### src/mcg_defines.vh
`ifndef MCG_DEFINES_VH
`define MCG_DEFINES_VH

// ----------------------------------------
// register offsets
// ----------------------------------------
`define MCG_ADDR_W          12
`define MCG_OFS_CAP         12'h334
`define MCG_OFS_CTL         12'h336
`define MCG_OFS_BASE_LO     12'h338
`define MCG_OFS_BASE_HI     12'h33c
`define MCG_OFS_RCV_LO      12'h340
`define MCG_OFS_RCV_HI      12'h344

// ----------------------------------------
// field positions
// ----------------------------------------
`define MCG_GRP_MSB         5
`define MCG_GRP_W           6
`define MCG_ECRC_BIT        15
`define MCG_ON_BIT          15
`define MCG_BASE_LO_LSB     12
`define MCG_ADDR_SPLIT      32

// ----------------------------------------
// reset values
// ----------------------------------------
`define MCG_RST_MAXGRP      6'h1f
`define MCG_FULL_MAXGRP     6'h3f
`define MCG_RST_ECRC        1'h1
`define MCG_RST_NUMGRP      6'h00
`define MCG_RST_ON          1'h0
`define MCG_RST_IDX         6'h00
`define MCG_RST_BASE_LO     20'h00000
`define MCG_RST_WORD        32'h00000000

`endif

### src/mcg_config.v
// Behaviour
// supported-group field resets to 0x1f, meaning field plus one groups.
// at most 64 groups; the field is locked and only the loader may set it.
// capability bit 15 reports ecrc regeneration, resets to one, locked.
// multicast acts only while control bit 15 is set; it resets to zero.
// while on, enabled groups equal the six-bit count field plus one.
// software keeps the enabled count at or below the supported count.
// the index field picks the address bit where the group number starts.
// software keeps the index at 12 or more while multicast is on.
// low base holds window address bits 31:12; bits 11:6 read zero.
// high base holds window address bits 63:32.
// software leaves base bits in or below the group field at zero.
// low receive mask bit n stands for group n, groups 0 to 31.
// a tlp is sent out when on the bus, enabled and masked, not from here.
// mask bits for groups above the enabled count are disregarded.
// the high receive mask covers groups 32 to 63, bit 0 is group 32.
// a memory tlp in the base window is multicast; group starts at index.

`include "mcg_defines.vh"

module mcg_config #(
  parameter ADDR_W = `MCG_ADDR_W
) (
  input  wire              clk_sys,
  input  wire              resetn,
  input  wire [ADDR_W-1:0] reg_addr,
  input  wire [31:0]       reg_wdata,
  input  wire              reg_wr,
  input  wire              reg_rd,
  output reg  [31:0]       reg_rdata_q,
  input  wire              cfg_load_active,
  input  wire              tlp_valid,
  input  wire              tlp_is_mem,
  input  wire              tlp_from_here,
  input  wire [63:0]       tlp_addr,
  output reg               fwd_valid_q,
  output reg               fwd_send_q,
  output reg  [5:0]        fwd_group_q,
  output reg               multicast_on_q
);

  // ----------------------------------------
  // reset release
  // ----------------------------------------
  reg rst_meta_q;
  reg rst_sync_q;

  always @(posedge clk_sys or negedge resetn) begin
    if (!resetn) begin
      rst_meta_q <= 1'b0;
      rst_sync_q <= 1'b0;
    end else begin
      rst_meta_q <= 1'b1;
      rst_sync_q <= rst_meta_q;
    end
  end

  wire rst_n;
  assign rst_n = rst_sync_q;

  // ----------------------------------------
  // register state
  // ----------------------------------------
  reg [5:0]  supported_group_count_q;
  reg        ecrc_regen_supported_q;
  reg [5:0]  enabled_group_count_q;
  reg [5:0]  group_index_lsb_q;
  reg [19:0] group_window_base_low_q;
  reg [31:0] group_window_base_high_q;
  reg [31:0] group_forward_mask_lo_q;
  reg [31:0] group_forward_mask_hi_q;

  // ----------------------------------------
  // helpers
  // ----------------------------------------
  // group number sits at the index bit upward
  function [5:0] grp_of;
    input [63:0] a;
    input [5:0]  idx;
    reg   [63:0] sh;
    begin
      sh     = a >> idx;
      grp_of = sh[5:0];
    end
  endfunction

  // bits above the group field must match the base
  function win_hit;
    input [63:0] a;
    input [63:0] b;
    input [5:0]  idx;
    reg   [6:0]  top;
    reg   [63:0] am;
    reg   [63:0] bm;
    begin
      top     = {1'b0, idx} + 7'h06;
      am      = (top > 7'h3f) ? 64'h0 : (a >> top);
      bm      = (top > 7'h3f) ? 64'h0 : (b >> top);
      win_hit = (am == bm);
    end
  endfunction

  function hit_ofs;
    input [ADDR_W-1:0] a;
    input [ADDR_W-1:0] ofs;
    begin
      hit_ofs = (a == ofs);
    end
  endfunction

  // group field counts from zero, so the count itself is enabled
  function grp_in_count;
    input [5:0] g;
    input [5:0] cnt;
    begin
      grp_in_count = (g <= cnt);
    end
  endfunction

  function mask_pick;
    input [63:0] m;
    input [5:0]  g;
    begin
      mask_pick = m[g];
    end
  endfunction

  // ----------------------------------------
  // register writes
  // ----------------------------------------
  wire wr_cap;
  wire wr_ctl;
  wire wr_blo;
  wire wr_bhi;
  wire wr_rlo;
  wire wr_rhi;

  assign wr_cap = reg_wr && hit_ofs(reg_addr, `MCG_OFS_CAP);
  assign wr_ctl = reg_wr && hit_ofs(reg_addr, `MCG_OFS_CTL);
  assign wr_blo = reg_wr && hit_ofs(reg_addr, `MCG_OFS_BASE_LO);
  assign wr_bhi = reg_wr && hit_ofs(reg_addr, `MCG_OFS_BASE_HI);
  assign wr_rlo = reg_wr && hit_ofs(reg_addr, `MCG_OFS_RCV_LO);
  assign wr_rhi = reg_wr && hit_ofs(reg_addr, `MCG_OFS_RCV_HI);

  // ----------------------------------------
  // capability
  // ----------------------------------------
  // locked fields: ordinary writes are dropped silently
  always @(posedge clk_sys or negedge rst_n) begin
    if (!rst_n) begin
      supported_group_count_q <= `MCG_RST_MAXGRP;
    end else if (wr_cap && cfg_load_active) begin
      supported_group_count_q <= reg_wdata[`MCG_GRP_MSB:0];
    end
  end

  always @(posedge clk_sys or negedge rst_n) begin
    if (!rst_n) begin
      ecrc_regen_supported_q <= `MCG_RST_ECRC;
    end else if (wr_cap && cfg_load_active) begin
      ecrc_regen_supported_q <= reg_wdata[`MCG_ECRC_BIT];
    end
  end

  // ----------------------------------------
  // control
  // ----------------------------------------
  always @(posedge clk_sys or negedge rst_n) begin
    if (!rst_n) begin
      enabled_group_count_q <= `MCG_RST_NUMGRP;
    end else if (wr_ctl) begin
      enabled_group_count_q <= reg_wdata[`MCG_GRP_MSB:0];
    end
  end

  always @(posedge clk_sys or negedge rst_n) begin
    if (!rst_n) begin
      multicast_on_q <= `MCG_RST_ON;
    end else if (wr_ctl) begin
      multicast_on_q <= reg_wdata[`MCG_ON_BIT];
    end
  end

  // ----------------------------------------
  // window base
  // ----------------------------------------
  always @(posedge clk_sys or negedge rst_n) begin
    if (!rst_n) begin
      group_index_lsb_q <= `MCG_RST_IDX;
    end else if (wr_blo) begin
      group_index_lsb_q <= reg_wdata[`MCG_GRP_MSB:0];
    end
  end

  always @(posedge clk_sys or negedge rst_n) begin
    if (!rst_n) begin
      group_window_base_low_q <= `MCG_RST_BASE_LO;
    end else if (wr_blo) begin
      group_window_base_low_q <= reg_wdata[31:`MCG_BASE_LO_LSB];
    end
  end

  always @(posedge clk_sys or negedge rst_n) begin
    if (!rst_n) begin
      group_window_base_high_q <= `MCG_RST_WORD;
    end else if (wr_bhi) begin
      group_window_base_high_q <= reg_wdata;
    end
  end

  // ----------------------------------------
  // receive masks
  // ----------------------------------------
  always @(posedge clk_sys or negedge rst_n) begin
    if (!rst_n) begin
      group_forward_mask_lo_q <= `MCG_RST_WORD;
    end else if (wr_rlo) begin
      group_forward_mask_lo_q <= reg_wdata;
    end
  end

  always @(posedge clk_sys or negedge rst_n) begin
    if (!rst_n) begin
      group_forward_mask_hi_q <= `MCG_RST_WORD;
    end else if (wr_rhi) begin
      group_forward_mask_hi_q <= reg_wdata;
    end
  end

  // ----------------------------------------
  // register reads
  // ----------------------------------------
  reg [31:0] rdata_d;

  always @* begin
    rdata_d = `MCG_RST_WORD;
    case (reg_addr)
      `MCG_OFS_CAP: begin
        rdata_d[`MCG_GRP_MSB:0] = supported_group_count_q;
        rdata_d[`MCG_ECRC_BIT]  = ecrc_regen_supported_q;
      end
      `MCG_OFS_CTL: begin
        rdata_d[`MCG_GRP_MSB:0] = enabled_group_count_q;
        rdata_d[`MCG_ON_BIT]    = multicast_on_q;
      end
      `MCG_OFS_BASE_LO: begin
        rdata_d[`MCG_GRP_MSB:0]      = group_index_lsb_q;
        rdata_d[31:`MCG_BASE_LO_LSB] = group_window_base_low_q;
      end
      `MCG_OFS_BASE_HI: begin
        rdata_d = group_window_base_high_q;
      end
      `MCG_OFS_RCV_LO: begin
        rdata_d = group_forward_mask_lo_q;
      end
      `MCG_OFS_RCV_HI: begin
        rdata_d = group_forward_mask_hi_q;
      end
      default: begin
        rdata_d = `MCG_RST_WORD;
      end
    endcase
  end

  // data stands one cycle only; zero otherwise
  always @(posedge clk_sys or negedge rst_n) begin
    if (!rst_n) begin
      reg_rdata_q <= `MCG_RST_WORD;
    end else if (reg_rd) begin
      reg_rdata_q <= rdata_d;
    end else begin
      reg_rdata_q <= `MCG_RST_WORD;
    end
  end

  // ----------------------------------------
  // forwarding decision
  // ----------------------------------------
  wire [63:0] base_addr;
  wire [63:0] mask_all;
  wire [5:0]  grp;
  wire        in_window;
  wire        grp_enabled;
  wire        mask_bit;
  wire        send_d;

  assign base_addr = {group_window_base_high_q,
                      group_window_base_low_q,
                      12'h000};
  assign mask_all  = {group_forward_mask_hi_q,
                      group_forward_mask_lo_q};

  // relies on software keeping low base bits clear
  assign grp       = grp_of(tlp_addr, group_index_lsb_q);
  assign in_window = tlp_is_mem &&
                     win_hit(tlp_addr, base_addr,
                             group_index_lsb_q);

  // ----------------------------------------
  // mask lookup
  // ----------------------------------------
  // bits above the enabled count never forward
  assign grp_enabled = grp_in_count(grp,
                                    enabled_group_count_q);
  assign mask_bit    = mask_pick(mask_all, grp);

  assign send_d = tlp_valid && multicast_on_q && in_window &&
                  grp_enabled && mask_bit &&
                  !tlp_from_here;

  // ----------------------------------------
  // output registers
  // ----------------------------------------
  // one decision per offered tlp, one cycle later
  always @(posedge clk_sys or negedge rst_n) begin
    if (!rst_n) begin
      fwd_valid_q <= 1'b0;
    end else begin
      fwd_valid_q <= tlp_valid;
    end
  end

  always @(posedge clk_sys or negedge rst_n) begin
    if (!rst_n) begin
      fwd_send_q <= 1'b0;
    end else begin
      fwd_send_q <= send_d;
    end
  end

  always @(posedge clk_sys or negedge rst_n) begin
    if (!rst_n) begin
      fwd_group_q <= 6'h00;
    end else begin
      fwd_group_q <= tlp_valid ? grp : 6'h00;
    end
  end

endmodule // mcg_config

### config.mk
export PLATFORM = sky130hd
export DESIGN_NAME = mcg_config
export DESIGN_NICKNAME = d
export VERILOG_FILES = /design/src/mcg_config.v
export VERILOG_INCLUDE_DIRS = /design/src
export SDC_FILE = /design/constraint.sdc
export NUM_CORES = 1
export LEC_CHECK = 0
export BUFFER_PORTS_ARGS = -buffer_cell sky130_fd_sc_hd__buf_2
export CORE_ASPECT_RATIO = 0.9
export CORE_UTILIZATION = 45
export CTS_BUF_LIST = sky130_fd_sc_hd__clkbuf_8
export CTS_CLUSTER_SIZE = 40
export DETAILED_ROUTE_END_ITERATION = 16
export MAX_ROUTING_LAYER = met4
export PLACE_DENSITY = 0.7
export SETUP_SLACK_MARGIN = 0.15
export SYNTH_ARGS = -nofsm -noshare
export SYNTH_HDL_FRONTEND = slang
export SYNTH_SLANG_ARGS = --single-unit
### constraint.sdc
create_clock -name clk_sys -period 7.3 [get_ports clk_sys]
set_input_delay 0.365 -clock clk_sys [delete_from_list [all_inputs] [get_ports clk_sys]]
set_output_delay 0.365 -clock clk_sys [all_outputs]
set_load 0.005 [all_outputs]
==> flow_metrics.py <==
metrics = {
    "timing": {
        "fin_tns_setup_ns": 0,
        "max-slew-margin-rel_pct": 5.47,
        "setup_violations": 0,
        "fmax_mhz": 180,
        "hold_violations": 0,
        "rsz0062_at_grt": "false",
        "period_needed_ns": 5.55,
        "tightest_slew_ns": 1.42,
        "fin_crit_sh_pct": 76.0,
        "slew_viol_final": 0,
        "finClkSkew_ns": 0.0273,
    },
    "yosys": {
        "syn_nets": 1620,
        "yosysTopAreaCell": "dfrtp_1",
        "synthFlopType": "dfrtp_1",
        "ys_warn_count": 0,
        "syn_avg_cell_area_um2": 10.6,
        "synthTopCellsByArea": "dfrtp_1 (27%), mux2_2 (15%), mux2i_1 (11%), mux4_2 (11%), xnor2_1 (3.5%)",
        "yosys.cell_count.top_type": "mux2_2",
        "ys_seq_area_share_pct": 28.1,
        "synth.distinct_cells": 77,
        "synth_top_area_share_pct": 27.2,
        "netlist_instances": 1496,
        "async_flop_share_pct": 100,
        "netlist_top_cells_count": "mux2_2 (214), mux2i_1 (181), dfrtp_1 (172)",
        "ys_ff_latch": 178,
        "synth-edff-count": 0,
        "synth_area_um2": 15900,
    },
    "clock_network": {
        "htree_levels": 4,
        "cts_resized": 0,
        "clk_pin_slew_ns": 0.10,
        "root_buffer": "clkbuf_8",
        "postCtsHoldBufs": 2,
        "clock_path_buffers": 2,
        "clk_latency_ns": 0.50,
        "cts_tree": "built",
        "postCtsSetupBuffers": 0,
        "clkSinkCount": 178,
        "numCtsBuffers": 17,
    },
    "pwr": {
        "peakVddDrop_mv": 0.142,
        "p_per_area_nw_per_um2": 116,
        "p_leak_nw": 7.19,
    },
    "die": {
        "row_count": 64,
        "die_w_um": 200,
        "die-area_um2": 36000,
        "core_um2": 34400,
        "die_h_um": 180,
        "start_util_pct": 46.1,
        "boundaryPins": 157,
    },
    "grt": {
        "grt_pass1_wl_mm": 106,
        "grt_max_degree": 64,
        "antenna_found_initial": 4,
        "grt_usage_pct": 43.1,
        "grt_pass1_vias": 13800,
        "grt_overflow": 0,
    },
    "run": {
        "drv_cap": 0,
    },
    "critical_path": {
        "reg2reg_from": "group_index_lsb_q[0]",
        "r2r_cells": 11,
        "critPathArrivalTime_ns": 5.94,
        "worstSetupPathType": "register to register",
        "crit_fanout": 52,
        "crit_path_start_kind": "register",
        "required_ns": 7.69,
        "crit_path_end_kind": "register",
        "r2r_end": "fwd_send_q",
        "rrSetupSlack_ns": 1.75,
    },
    "drt": {
        "final_antenna_net_count": 0,
        "drt_iter0_markers": 2355,
        "num_vias": 14700,
        "wl_mm": 74.6,
        "avgRoutedWirePerCell_um": 36.1,
        "post-route-drc-count": 0,
        "dr.pass1.iters": 8,
        "vias_per_cell": 7.12,
    },
    "min_path": {
        "hold_class": "input pin to register",
        "hold-path-endpoint": "group_forward_mask_hi_q[11]",
        "whs_path_depth": 2,
        "hp-start": "reg_wdata[11]",
    },
    "finish": {
        "utilization_pct": 50.4,
        "drive_above_1_share_pct": 34.2,
        "nets": 1716,
        "area_delta_synth_final_pct": 9.20,
    },
    "placement": {
        "portBuffers": 156,
        "hpwl_mm": 58.3,
        "gp_congestion": 1.08,
    },
    "outcome": {
        "status": "finished clean",
    },
}
[cell type report]
class                      count  area [um2]
timing repair buffer         195        1100
fill                        3127       17000
clock buffer                  19         262
clock inverter                13         108
antenna                        3        7.51
inverter                      17        65.1
sequential                   178        4480
tap                          462         578
multi-input combinational   1183       10700
[logic make-up (layout without fill, tap and decap cells)]
kind of cell / count (synthesis) / count (layout) / share of synthesized area, %
buffers and inverters: 135 / 244 / 4.59
AND/OR/NAND/NOR: 307 / 307 / 9.06
AO/OA/AOI/OAI: 278 / 278 / 12.8
flip-flops: 178 / 178 / 28.1
adder cells (fa/ha/maj): 8 / 8 / 0.632
XOR/XNOR: 110 / 110 / 6.08
multiplexers: 479 / 479 / 38.7
other: 1 / 4 / 0.0237
[cells in the final DEF, fill, tap and decap left out, types with 6 or more instances in the layout]
master and instances:
mux2_2 214, mux2i_1 180, dfrtp_1 167, buf_2 156
nand2_1 105, nor2_1 89, mux4_2 80, xnor2_1 63
xor2_1 47, a21oi_1 41, a22oi_1 37, buf_4 35
o21ai_0 33, a222oi_1 30, o22ai_1 22, clkbuf_8 19
nand3_1 18, inv_1 17, a211oi_1 15, nor2b_1 14
a31oi_1 14, nand2b_1 13, nor3_1 13, o211ai_1 9
ha_1 8, and2_1 7, nand4_1 7, a22o_1 6
nor4_1 6, o221ai_1 6, a32oi_1 6, dfstp_2 6
[metal layers]
metal	track usage (%)	part of all wire, %	vias to the layer above
li1	-	-	5942
met1	62.1	42	7545
met2	57.8	42	1095
met3	13.4	13	160
met4	11.2	3.1	0
met5	-	0	-
[critical path, stage by stage (launching register included)]
cell	delay, ns
dfrtp_4	0.99
buf_4	0.47
mux2i_1	0.20
xnor2_1	0.78
o211ai_1	0.21
a221oi_1	1.08
a31o_2	0.26
a32o_1	0.13
and3_1	0.21
a41oi_1	0.21
or4_1	0.62
nor4b_2	0.27
[worst max path at each step]
stage          slack [ns]                  from                        to  depth (start not counted)
5_1_grt              1.55  group_index_lsb_q[0]                fwd_send_q                         19
6_report             1.75  group_index_lsb_q[0]                fwd_send_q                         11
3_3_place_gp         1.99  group_index_lsb_q[0]                fwd_send_q                         12
3_5_place_dp         2.00  group_index_lsb_q[0]                fwd_send_q                         17
2_1_floorplan        1.98                 rst_n  enabled_group_count_q[0]                          0
4_1_cts              1.96  group_index_lsb_q[0]                fwd_send_q                         17
[power breakdown]
group,internal (mW),switching (mW)
combinational,0.124,0.236
sequential,0.991,0.0143
clock,0.259,0.388
total,1.37,0.639
[metrics by stage]
stage | hold slack [ns] | power [mW] | cells | instance area (um2) | worst slack [ns]
floorplan | 0.0694 | 1.20 | 1496 | 15900 | 1.98
global placement | 0.149 | 1.37 | 2033 | 16900 | 1.99
detailed placement | 0.151 | 1.37 | 2033 | 16900 | 2.00
CTS | 0.100 | 2.01 | 2067 | 17300 | 1.96
global route | 0.117 | 2.07 | 2069 | 17300 | 1.55
finish | 0.141 | 2.01 | 2070 | 17300 | 1.75
[registers in the layout, indices dropped and copies added, names as in the netlist]
| register | count |
|---|---|
| group_forward_mask_hi_q | 32 |
| fwd_valid_q | 1 |
| enabled_group_count_q | 6 |
| rst_n | 1 |
| multicast_on_q | 1 |
| rst_meta_q | 1 |
| ecrc_regen_supported_q | 1 |
| group_window_base_high_q | 32 |
| group_index_lsb_q | 6 |
| fwd_send_q | 1 |
| group_window_base_low_q | 20 |
| supported_group_count_q | 6 |
| group_forward_mask_lo_q | 32 |
| fwd_group_q | 6 |
| reg_rdata_q | 32 |
Note: power is estimated with default switching activity, not from simulation.
